File: config.mk
export PLATFORM = sky130hd
export DESIGN_NAME = bus_error_status_reg
export DESIGN_NICKNAME = d
export VERILOG_FILES = /design/src/rtl/bus_err_pkg.sv /design/src/rtl/bus_error_status_reg.sv /design/src/rtl/node_reset_seq.sv /design/src/rtl/pin_sync3.sv
export SDC_FILE = /design/constraint.sdc
export NUM_CORES = 1
export LEC_CHECK = 0
export BUFFER_PORTS_ARGS = -buffer_cell sky130_fd_sc_hd__buf_2
export CAP_MARGIN = 10
export CELL_PAD_IN_SITES_DETAIL_PLACEMENT = 1
export CELL_PAD_IN_SITES_GLOBAL_PLACEMENT = 2
export CORE_UTILIZATION = 26
export CTS_CLUSTER_DIAMETER = 60
export DETAILED_ROUTE_END_ITERATION = 12
export PLACE_DENSITY = 0.71
export RECOVER_POWER = 50
export SLEW_MARGIN = 15
export SYNTH_ARGS = -nofsm -noshare
export SYNTH_HDL_FRONTEND = slang
export SYNTH_SLANG_ARGS = --single-unit
File: constraint.sdc
create_clock -name i_core_clk -period 2.1 [get_ports i_core_clk]
set_clock_uncertainty 0.2 [all_clocks]
set_input_delay 0.105 -clock i_core_clk [delete_from_list [all_inputs] [get_ports i_core_clk]]
set_output_delay 0.105 -clock i_core_clk [all_outputs]
set_load 0.01 [all_outputs]
File: src/rtl/bus_err_pkg.sv
package bus_err_pkg;

   // Core clock and node reset timing.
   localparam int unsigned CLK_HZ          = 40_000_000;
   localparam int unsigned NODE_RST_NS     = 10_000;
   localparam int unsigned NODE_RST_CYCLES =
      (NODE_RST_NS * (CLK_HZ / 1_000_000) + 999) / 1000;
   localparam int unsigned RST_CNT_W       = 12;

   // Field positions of the bus error status register.
   localparam int unsigned ERROR_SUMMARY_BIT             = 31;
   localparam int unsigned NODE_RESET_CMD_BIT            = 30;
   localparam int unsigned NODE_HALT_RSVD_BIT            = 29;
   localparam int unsigned BUS_BAD_RSVD_BIT              = 28;
   localparam int unsigned CORRECTED_CONFIRM_ERR_BIT     = 27;
   localparam int unsigned BUS_TRIGGER_STATE_BIT         = 26;
   localparam int unsigned WRITE_ERR_INTR_RSVD_BIT       = 25;
   localparam int unsigned INCONSISTENT_PARITY_ERR_BIT   = 24;
   localparam int unsigned PARITY_ERR_BIT                = 23;
   localparam int unsigned WRITE_SEQUENCE_ERR_BIT        = 22;
   localparam int unsigned READ_IDENT_DATA_NOACK_BIT     = 21;
   localparam int unsigned WRITE_DATA_NOACK_BIT          = 20;
   localparam int unsigned CORRECTED_READ_DATA_BIT       = 19;
   localparam int unsigned NO_READ_RESPONSE_BIT          = 18;
   localparam int unsigned READ_SEQUENCE_ERR_BIT         = 17;
   localparam int unsigned READ_ERROR_RESPONSE_BIT       = 16;
   localparam int unsigned COMMAND_NOACK_BIT             = 15;
   localparam int unsigned TRANSACTION_TIMEOUT_BIT       = 13;
   localparam int unsigned NODE_SPECIFIC_ERR_SUMMARY_BIT = 12;
   localparam int unsigned SELFTEST_FAIL_BIT             = 10;
   localparam int unsigned CMDR_ID_LSB                   = 0;
   localparam int unsigned CMDR_ID_W                     = 4;

   // Masks and reset value.
   localparam logic [31:0] W1C_MASK      = 32'h0DFFB400;
   localparam logic [31:0] SUMMARY_MASK  = 32'h09FFB400;
   localparam logic [31:0] STATUS_RESET  = 32'h00000000;

   typedef logic [31:0]          word_t;
   typedef logic [CMDR_ID_W-1:0] cmdr_id_t;

   // One-cycle error events reported by the bus interface logic.
   typedef struct packed {
      logic     corrected_confirm_err;
      logic     inconsistent_parity_err;
      logic     parity_err;
      logic     write_sequence_err;
      logic     read_ident_data_noack;
      logic     write_data_noack;
      logic     corrected_read_data;
      logic     no_read_response;
      logic     read_sequence_err;
      logic     read_error_response;
      logic     command_noack;
      logic     transaction_timeout;
      logic     node_specific_err_summary;
      logic     selftest_fail;
      cmdr_id_t fail_cmdr_id;
   } err_evt_s;

   // Reset lines toward the companion module.
   typedef struct packed {
      logic companion_reset;
      logic secondary_ac_low_n;
      logic secondary_dc_low_n;
      logic busy;
   } node_rst_s;

endpackage

File: src/rtl/bus_error_status_reg.sv
`timescale 1ns/1ps
module bus_error_status_reg (
   // Clock and reset
   input  wire logic                  i_core_clk,
   input  wire logic                  i_resetn,
   // Register port
   input  wire logic                  i_reg_wr_en,
   input  wire logic                  i_reg_rd_en,
   input  wire bus_err_pkg::word_t    i_reg_wdata,
   output bus_err_pkg::word_t         o_reg_rdata,
   // Error events from the bus interface
   input  wire bus_err_pkg::err_evt_s i_err_evt,
   // Bus trigger pin
   input  wire logic                  i_bus_trigger,
   // Status
   output logic                       o_error_summary,
   output logic                       o_node_reset_busy,
   // Companion module reset lines
   output logic                       o_companion_reset,
   output logic                       o_secondary_ac_low_n,
   output logic                       o_secondary_dc_low_n
);

   typedef struct packed {
      bus_err_pkg::word_t    flags;
      bus_err_pkg::cmdr_id_t cmdr_id;
      logic                  id_locked;
      logic                  summary;
      bus_err_pkg::word_t    rdata;
   } core_state_s;

   core_state_s            state_reg;
   core_state_s            state_next;
   bus_err_pkg::node_rst_s node_rst;
   logic                   trigger_level;
   logic                   core_resetn;
   logic                   node_rst_start;
   bus_err_pkg::word_t     set_vec;
   bus_err_pkg::word_t     clr_vec;
   bus_err_pkg::word_t     flags_kept;
   logic                   any_fail;
   bus_err_pkg::word_t     read_word;

   pin_sync3 #(
      .WIDTH (1)
   ) u_trigger_sync (
      .i_core_clk (i_core_clk),
      .i_resetn   (core_resetn),
      .i_pin      (i_bus_trigger),
      .o_level    (trigger_level)
   );

   // The sequencer itself runs on the external reset only, otherwise the
   // reset period it generates would clear its own counter.
   node_reset_seq u_node_reset_seq (
      .i_core_clk (i_core_clk),
      .i_resetn   (i_resetn),
      .i_start    (node_rst_start),
      .o_rst      (node_rst)
   );

   assign node_rst_start =
      i_reg_wr_en & i_reg_wdata[bus_err_pkg::NODE_RESET_CMD_BIT];

   // reset of the whole block except the sequencer
   // The start strobe joins the reset so that the register is already
   // clear on the first cycle in which the reset lines are asserted.
   assign core_resetn = i_resetn & ~node_rst.busy & ~node_rst_start;

   // Map the one-cycle events onto their register positions.
   always_comb begin
      set_vec = '0;
      set_vec[bus_err_pkg::CORRECTED_CONFIRM_ERR_BIT] =
         i_err_evt.corrected_confirm_err;
      set_vec[bus_err_pkg::BUS_TRIGGER_STATE_BIT] = trigger_level;
      set_vec[bus_err_pkg::INCONSISTENT_PARITY_ERR_BIT] =
         i_err_evt.inconsistent_parity_err;
      set_vec[bus_err_pkg::PARITY_ERR_BIT] = i_err_evt.parity_err;
      set_vec[bus_err_pkg::WRITE_SEQUENCE_ERR_BIT] =
         i_err_evt.write_sequence_err;
      set_vec[bus_err_pkg::READ_IDENT_DATA_NOACK_BIT] =
         i_err_evt.read_ident_data_noack;
      set_vec[bus_err_pkg::WRITE_DATA_NOACK_BIT] =
         i_err_evt.write_data_noack;
      set_vec[bus_err_pkg::CORRECTED_READ_DATA_BIT] =
         i_err_evt.corrected_read_data;
      set_vec[bus_err_pkg::NO_READ_RESPONSE_BIT] =
         i_err_evt.no_read_response;
      set_vec[bus_err_pkg::READ_SEQUENCE_ERR_BIT] =
         i_err_evt.read_sequence_err;
      set_vec[bus_err_pkg::READ_ERROR_RESPONSE_BIT] =
         i_err_evt.read_error_response;
      set_vec[bus_err_pkg::COMMAND_NOACK_BIT] = i_err_evt.command_noack;
      set_vec[bus_err_pkg::TRANSACTION_TIMEOUT_BIT] =
         i_err_evt.transaction_timeout;
      set_vec[bus_err_pkg::NODE_SPECIFIC_ERR_SUMMARY_BIT] =
         i_err_evt.node_specific_err_summary;
      set_vec[bus_err_pkg::SELFTEST_FAIL_BIT] = i_err_evt.selftest_fail;
      if (node_rst.busy) begin
         set_vec = '0;
      end
   end

   // A failed transaction is any error event that names a commander; the
   // trigger line is a development aid and not a failure.
   assign any_fail =
      |(set_vec & bus_err_pkg::SUMMARY_MASK);

   // Write-one-to-clear applies only to the sticky flag positions.
   assign clr_vec = i_reg_wr_en ? (i_reg_wdata & bus_err_pkg::W1C_MASK)
                                : '0;

   // Software clears first and hardware sets afterwards, so an event in
   // the same cycle as its clear is kept.
   assign flags_kept = state_reg.flags & ~clr_vec;

   always_comb begin
      state_next = state_reg;
      state_next.flags = (flags_kept | set_vec) & bus_err_pkg::W1C_MASK;

      // The identifier is released once every summary flag is cleared.
      if ((flags_kept & bus_err_pkg::SUMMARY_MASK) == '0) begin
         state_next.id_locked = 1'b0;
      end
      if (any_fail && !state_reg.id_locked) begin
         state_next.cmdr_id   = i_err_evt.fail_cmdr_id;
         state_next.id_locked = 1'b1;
      end else if (any_fail && state_next.id_locked == 1'b0) begin
         state_next.cmdr_id   = i_err_evt.fail_cmdr_id;
         state_next.id_locked = 1'b1;
      end

      state_next.summary =
         |(state_next.flags & bus_err_pkg::SUMMARY_MASK);

      if (i_reg_rd_en) begin
         state_next.rdata = read_word;
      end
   end

   // Read view of the register as it stands before this cycle's update.
   always_comb begin
      read_word = state_reg.flags & bus_err_pkg::W1C_MASK;
      read_word[bus_err_pkg::ERROR_SUMMARY_BIT] =
         |(state_reg.flags & bus_err_pkg::SUMMARY_MASK);
      read_word[bus_err_pkg::NODE_RESET_CMD_BIT] = 1'b0;
      read_word[bus_err_pkg::NODE_HALT_RSVD_BIT]      = 1'b0;
      read_word[bus_err_pkg::BUS_BAD_RSVD_BIT]        = 1'b0;
      read_word[bus_err_pkg::WRITE_ERR_INTR_RSVD_BIT] = 1'b0;
      read_word[bus_err_pkg::CMDR_ID_LSB +: bus_err_pkg::CMDR_ID_W] =
         state_reg.cmdr_id;
   end

   always_ff @(posedge i_core_clk) begin
      if (!core_resetn) begin
         state_reg       <= '0;
         state_reg.flags <= bus_err_pkg::STATUS_RESET;
      end else begin
         state_reg <= state_next;
      end
   end

   assign o_reg_rdata          = state_reg.rdata;
   assign o_error_summary      = state_reg.summary;
   assign o_node_reset_busy    = node_rst.busy;
   assign o_companion_reset    = node_rst.companion_reset;
   assign o_secondary_ac_low_n = node_rst.secondary_ac_low_n;
   assign o_secondary_dc_low_n = node_rst.secondary_dc_low_n;

endmodule

File: src/rtl/node_reset_seq.sv
`timescale 1ns/1ps
// Stretches the node reset command into a fixed reset period. It is only
// cleared by the external reset, so the command cannot cut itself short.
module node_reset_seq (
   // Clock and reset
   input  wire logic                  i_core_clk,
   input  wire logic                  i_resetn,
   // Command
   input  wire logic                  i_start,
   // Reset lines
   output bus_err_pkg::node_rst_s     o_rst
);

   localparam logic [bus_err_pkg::RST_CNT_W-1:0] CNT_LOAD =
      bus_err_pkg::RST_CNT_W'(bus_err_pkg::NODE_RST_CYCLES);

   typedef struct packed {
      logic [bus_err_pkg::RST_CNT_W-1:0] cnt;
      bus_err_pkg::node_rst_s            rst;
   } seq_state_s;

   seq_state_s state_reg;
   seq_state_s state_next;

   always_comb begin
      state_next = state_reg;
      if (state_reg.rst.busy) begin
         if (state_reg.cnt == '0) begin
            state_next.rst.busy = 1'b0;
         end else begin
            state_next.cnt = state_reg.cnt - 1'b1;
         end
      end else if (i_start) begin
         state_next.rst.busy = 1'b1;
         state_next.cnt      = CNT_LOAD - 1'b1;
      end
      state_next.rst.companion_reset    = state_next.rst.busy;
      state_next.rst.secondary_ac_low_n = ~state_next.rst.busy;
      state_next.rst.secondary_dc_low_n = ~state_next.rst.busy;
   end

   always_ff @(posedge i_core_clk) begin
      if (!i_resetn) begin
         state_reg     <= '0;
         state_reg.rst <= 4'h6;
      end else begin
         state_reg <= state_next;
      end
   end

   assign o_rst = state_reg.rst;

endmodule

File: src/rtl/pin_sync3.sv
`timescale 1ns/1ps
// Three-stage pin synchroniser; output follows once stages two and three
// agree, which filters a single-cycle disagreement after metastability.
module pin_sync3 #(
   parameter int unsigned WIDTH = 1
) (
   // Clock and reset
   input  wire logic             i_core_clk,
   input  wire logic             i_resetn,
   // Pin side
   input  wire logic [WIDTH-1:0] i_pin,
   // Core side
   output logic      [WIDTH-1:0] o_level
);

   typedef struct packed {
      logic [WIDTH-1:0] s1;
      logic [WIDTH-1:0] s2;
      logic [WIDTH-1:0] s3;
      logic [WIDTH-1:0] level;
   } sync_state_s;

   sync_state_s state_reg;
   sync_state_s state_next;

   always_comb begin
      state_next    = state_reg;
      state_next.s1 = i_pin;
      state_next.s2 = state_reg.s1;
      state_next.s3 = state_reg.s2;
      for (int i = 0; i < WIDTH; i++) begin
         if (state_reg.s2[i] == state_reg.s3[i]) begin
            state_next.level[i] = state_reg.s3[i];
         end
      end
   end

   always_ff @(posedge i_core_clk) begin
      if (!i_resetn) begin
         state_reg <= '0;
      end else begin
         state_reg <= state_next;
      end
   end

   assign o_level = state_reg.level;

endmodule

# [Word-level counts from Yosys, hierarchy flattened]
# Index checks and enable logic that the tools add are counted.
[word_totals] ff_bits=59 wordCells=47 output_inout_bits=37
[classes] n_bitwise=10 mux=11 n_addsub=1 eq_ne=2 reduce_logical=11
[op_table] operator="2-to-1 mux 28 bit" n=2
[op_table] operator="OR reduction 14 bit" n=3
[op_table] operator="2-to-1 mux 12 bit" n=3
[op_table] operator="zero test 32 bit" n=1
[op_table] operator="AND 28 bit" n=1
[op_table] operator="inverter 28 bit" n=1
[op_table] operator="OR 28 bit" n=1
[op_table] operator="zero test 12 bit" n=1
[op_table] operator="subtractor 12 x 1 -> 12 bit, second input constant" n=1
[op_table] operator="2-to-1 mux 5 bit" n=2
[op_table] operator="2-to-1 mux 1 bit" n=4
[op_table] operator="inverter 1 bit" n=4
[op_table] operator="nonzero test 2 bit" n=2
[op_table] operator="AND 1 bit" n=3
[op_table] operator="logical AND 1 bit" n=2
[op_table] operator="inequality test 2 bit, second input constant" n=1
[op_table] operator="AND reduction 2 bit" n=1
[op_table] operator="== test 1 bit" n=1
[op_table] operator="zero test 1 bit" n=1

# [Logic depth before layout (Yosys ltp)]
[depth] word_depth=9 mapped_depth=8

# [Hierarchy]
# A second synthesis with hierarchy kept.
[hier_totals] cells_unflattened=314 hier_area_um2=2845.2
[by_module_without_submodules] mod="bus_error_status_reg" seq_area_each_um2=820.8 instances=1 cells_per_inst=217 area_each_um2=1976.9
[by_module_without_submodules] mod="node_reset_seq" seq_area_each_um2=280.3 instances=1 cells_per_inst=87 area_each_um2=752.0
[by_module_without_submodules] mod="pin_sync3" seq_area_each_um2=80.1 instances=1 cells_per_inst=10 area_each_um2=116.4

# [Worst setup path before layout]
# OpenSTA, ideal clock, no wires.
[synth_timing] path_kind="register to register" startpoint="register u_node_reset_seq.state_reg[8] (netlist bit)" endpoint="register u_node_reset_seq.state_reg[11] (netlist bit)" synth_period_minus_slack_ns=2.169 setup_ns=0.122 slack_ns=-0.069 t_arrival_ns=1.847 path_stages_with_launch=7 cell_sequence="dfxtp_1 > or4_4 > or4_4 > buf_6 > o2111ai_1 > xor2_1 > a21oi_1"
[synth_via] elab_chain_len=3 word_cells_on_any_way=6 classes_between="1 x add/sub; 1 x eq/ne; 2 x mux; 2 x reduce/logical"
[synth_lines] item="start, declared" line_no="node_reset_seq.sv:22" rtl="seq_state_s state_reg;"
[synth_lines] item="start signal, assigned" line_no="node_reset_seq.sv:47" rtl="state_reg <= state_next;"
[synth_lines] item="subtractor 12 x 1 -> 12 bit or zero test 12 bit (tied branches)" line_no="node_reset_seq.sv:31, node_reset_seq.sv:28"
[synth_lines] item="2-to-1 mux 12 bit or inequality test 2 bit (tied branches)"
[synth_lines] item="2-to-1 mux 12 bit or AND reduction 2 bit (tied branches)"
# Parallel ways exist; a longest one is shown, timed or not. The select of a mux whose other input is x is not followed.
# A chain may end at the register's enable or synchronous reset.

# [Worst setup path after layout]
[layout_timing] startpoint="register u_node_reset_seq.state_reg[11] (netlist bit)" endpoint="register u_node_reset_seq.state_reg[11] (netlist bit)"
# The elaborated chain is that of the path after synthesis.

==> results.tsv <==
metric	value	unit
status	complete, but fails checks	
violations	setup timing	
maxCapViolations	0	
drc	0	
syn_area	2771	um2
yosysTopAreaCell	dfxtp_1	
min_from	i_reg_wdata[17]	
ff2ff_setup_slack	-40	ps
r2r-end	u_node_reset_seq.state_reg[11]$_SDFFE_PN0P_	
clk_pin_slew_worst_paths	60	ps
vias	2519	
critPathKind	register to register	
numPortBuffers	63	
worstHoldPathType	input port to register	
grt_use_total	14.88	%
rows	37	
p_leak	0.001541	uW
diodes	0	
start_util	26.85	%
grt_pass1_wl	12750	um
grt_pass1_vias	2605	
wl_per_cell	14.01	um
ant_nets	0	
stdcell_count	547	
fin_ws	-35.15	ps
holdWs	10.15	ps
drt-met1-wl	3598	um
dp_cells	495	
syn-instance-count	316	
largest_register_ffs	20	
drive_gt1_share	21.41	%
period_share	101.7	%
worstPathRequired	2130	ps
drv_slew	0	
synth.top_cell.area_share	42.62	%
die_w	105.2	um
max-slew-margin-rel	63.54	%
rsz0062_at_grt	yes	
ys_types	40	
die_area	11080	um2
cts_root_buffer	clkbuf_8	
avgSynthCellArea	8.770	um2
worst_setup_path_start_kind	register	
cts_tree	built	
grt_max_degree	32	
area_growth	33.23	%
synth-seq-cells	59	
power_density	823.0	nW/um2
ios	92	
drtPass1Iterations	4	
wl_met3	295	um
synth_edf_count	0	
cts_sinks	59	
yosys_most_used_dff	dfxtp_1	
gp_congestion	0.7684	
async_reset_ff_share	0	%
cts-buffers-inserted	9	
insertion_delay	350	ps
hold_path_depth	4	
hold_violations	0	
cts-htree-levels	3	
hold_end	read_word[17]$_SDFF_PN0_	
worstRegToRegCells	5	
antenna_found_initial	0	
core-area	10320	um2
peakVddDrop	0.2948	mV
top_layer	met4	
ys_top_cells_by_area	dfxtp_1, buf_4, mux2i_1, nor2_1, a21oi_1	
setup_violations	7	
finalCriticalPeriod	2135	ps
tightest_slew	546.8	ps
drt_iter0_markers	56	
routed_wl	7661	um
arrival	2160	ps
synth_common_cells	dfxtp_1, nor2_1, buf_4	
cts.path.max_buffers	2	
synth_most_common_cell	dfxtp_1	
endpoint_kind	register	
critPathMaxFanout	8	
max_freq	468.4	MHz
via_per_inst	4.605	
die_h	105.2	um
fin_nets	463	
yosysWarnings	0	
ys_seq_area_share	42.62	%
met2WireLength	3633	um
overflow	0	
r2r-start	u_node_reset_seq.state_reg[11]$_SDFFE_PN0P_	
hpwlAfterDp	5417	um
power breakdown:
part           leakage, uW  internal (uW)  switching, uW
clock             0.000113            732            477
sequential        0.000483           1190           58.1
combinational     0.000946            270            310
critical path, stage by stage, from the launching register on:
cell and delay (ps):
dfxtp_2 320, or4_4 530, or4_4 500, o2111ai_2 230, xor2_1 160, a21oi_1 80
layer usage:
metal	vias to the layer above	global-route usage, %
li1	1245	-
met1	1209	17.71
met2	54	25.33
met3	11	3.154
met4	0	7.243
met5	-	0
kinds of logic (layout without fill, tap and decap cells):
family          count (synthesis)  after routing  share of synthesized area [%]
flops                          59             59                          42.62
mux                            19             19                          6.862
simple gates                  106            106                          18.56
buf+inv                        60            144                          13.05
compound gates                 62             62                          15.67
fa+ha+maj                       2              2                         0.9028
xor+xnor                        7              7                          2.212
other cells                     1             12                         0.1353
layout by cell type (no fill, tap or decap), types with 2 or more instances in the layout:
cell	Yosys	final
a21boi_0	10	10
nand3_1	10	10
xor2_1	6	6
o2111ai_1	9	7
o2111ai_2	0	2
o21ai_0	5	5
ha_1	2	2
inv_1	9	9
buf_2	1	39
mux2i_1	19	19
a21bo_2	4	4
nor4_1	11	11
bufinv_16	0	2
nor3_1	6	6
nor2_1	47	46
or3_1	7	7
or4_4	2	2
a21oi_1	19	18
nand4b_1	2	2
a31oi_1	8	8
buf_4	34	16
nand2_1	13	13
clkbuf_1	13	28
and3_1	3	3
dfxtp_1	59	58
conb_1	1	12
clkbuf_8	0	11
dlygate4sd3_1	0	35
area by class of cell:
| cell class | count | area [um2] |
|---|---|---|
| Inverter | 10 | 37.54 |
| Sequential cell | 59 | 1182 |
| Tap cell | 136 | 170.2 |
| Clock buffer | 12 | 155.1 |
| Multi-Input combinational cell | 208 | 1296 |
| Timing Repair Buffer | 118 | 778.2 |
| Fill cell | 1228 | 6631 |
| Clock inverter | 4 | 72.57 |
metrics by stage:
stage	setup WS (ps)	utilization, %	cell area (um2)	setup TNS [ps]	power, uW
2_1_floorplan	-34.21	-	2819	-130.7	1634
3_3_place_gp	-19.42	30.37	3136	-28.63	1786
3_5_place_dp	-27.56	30.37	3136	-102.5	1795
4_1_cts	-35.51	36.18	3735	-150.3	3078
5_1_grt	-107.0	35.77	3692	-1176	3191
6_report	-35.15	35.77	3692	-138.5	3039
timing repair:
item / 4_1_cts / 5_1_grt
endpoints found under the setup margin: 9 / 16
pin swaps: 1 / 0
hold buffers: 35 / 0
cloned: 0 / 0
resized for setup: 3 / 4
buffers inserted: 1 / 0
endpoints found under the hold margin: 27 / 0
how the worst max path moves through the flow:
stage	start	to
after floorplan	u_node_reset_seq.state_reg[9]$_SDFFE_PN0P_	u_node_reset_seq.state_reg[11]$_SDFFE_PN0P_
after global placement	u_node_reset_seq.state_reg[11]$_SDFFE_PN0P_	u_node_reset_seq.state_reg[10]$_SDFFE_PN0P_
after detailed placement	u_node_reset_seq.state_reg[11]$_SDFFE_PN0P_	u_node_reset_seq.state_reg[9]$_SDFFE_PN0P_
after CTS	u_node_reset_seq.state_reg[11]$_SDFFE_PN0P_	u_node_reset_seq.state_reg[11]$_SDFFE_PN0P_
after global routing	u_node_reset_seq.state_reg[11]$_SDFFE_PN0P_	u_node_reset_seq.state_reg[12]$_SDFFE_PN0P_
final	u_node_reset_seq.state_reg[11]$_SDFFE_PN0P_	u_node_reset_seq.state_reg[11]$_SDFFE_PN0P_
Power figures use the tool's default switching activity.
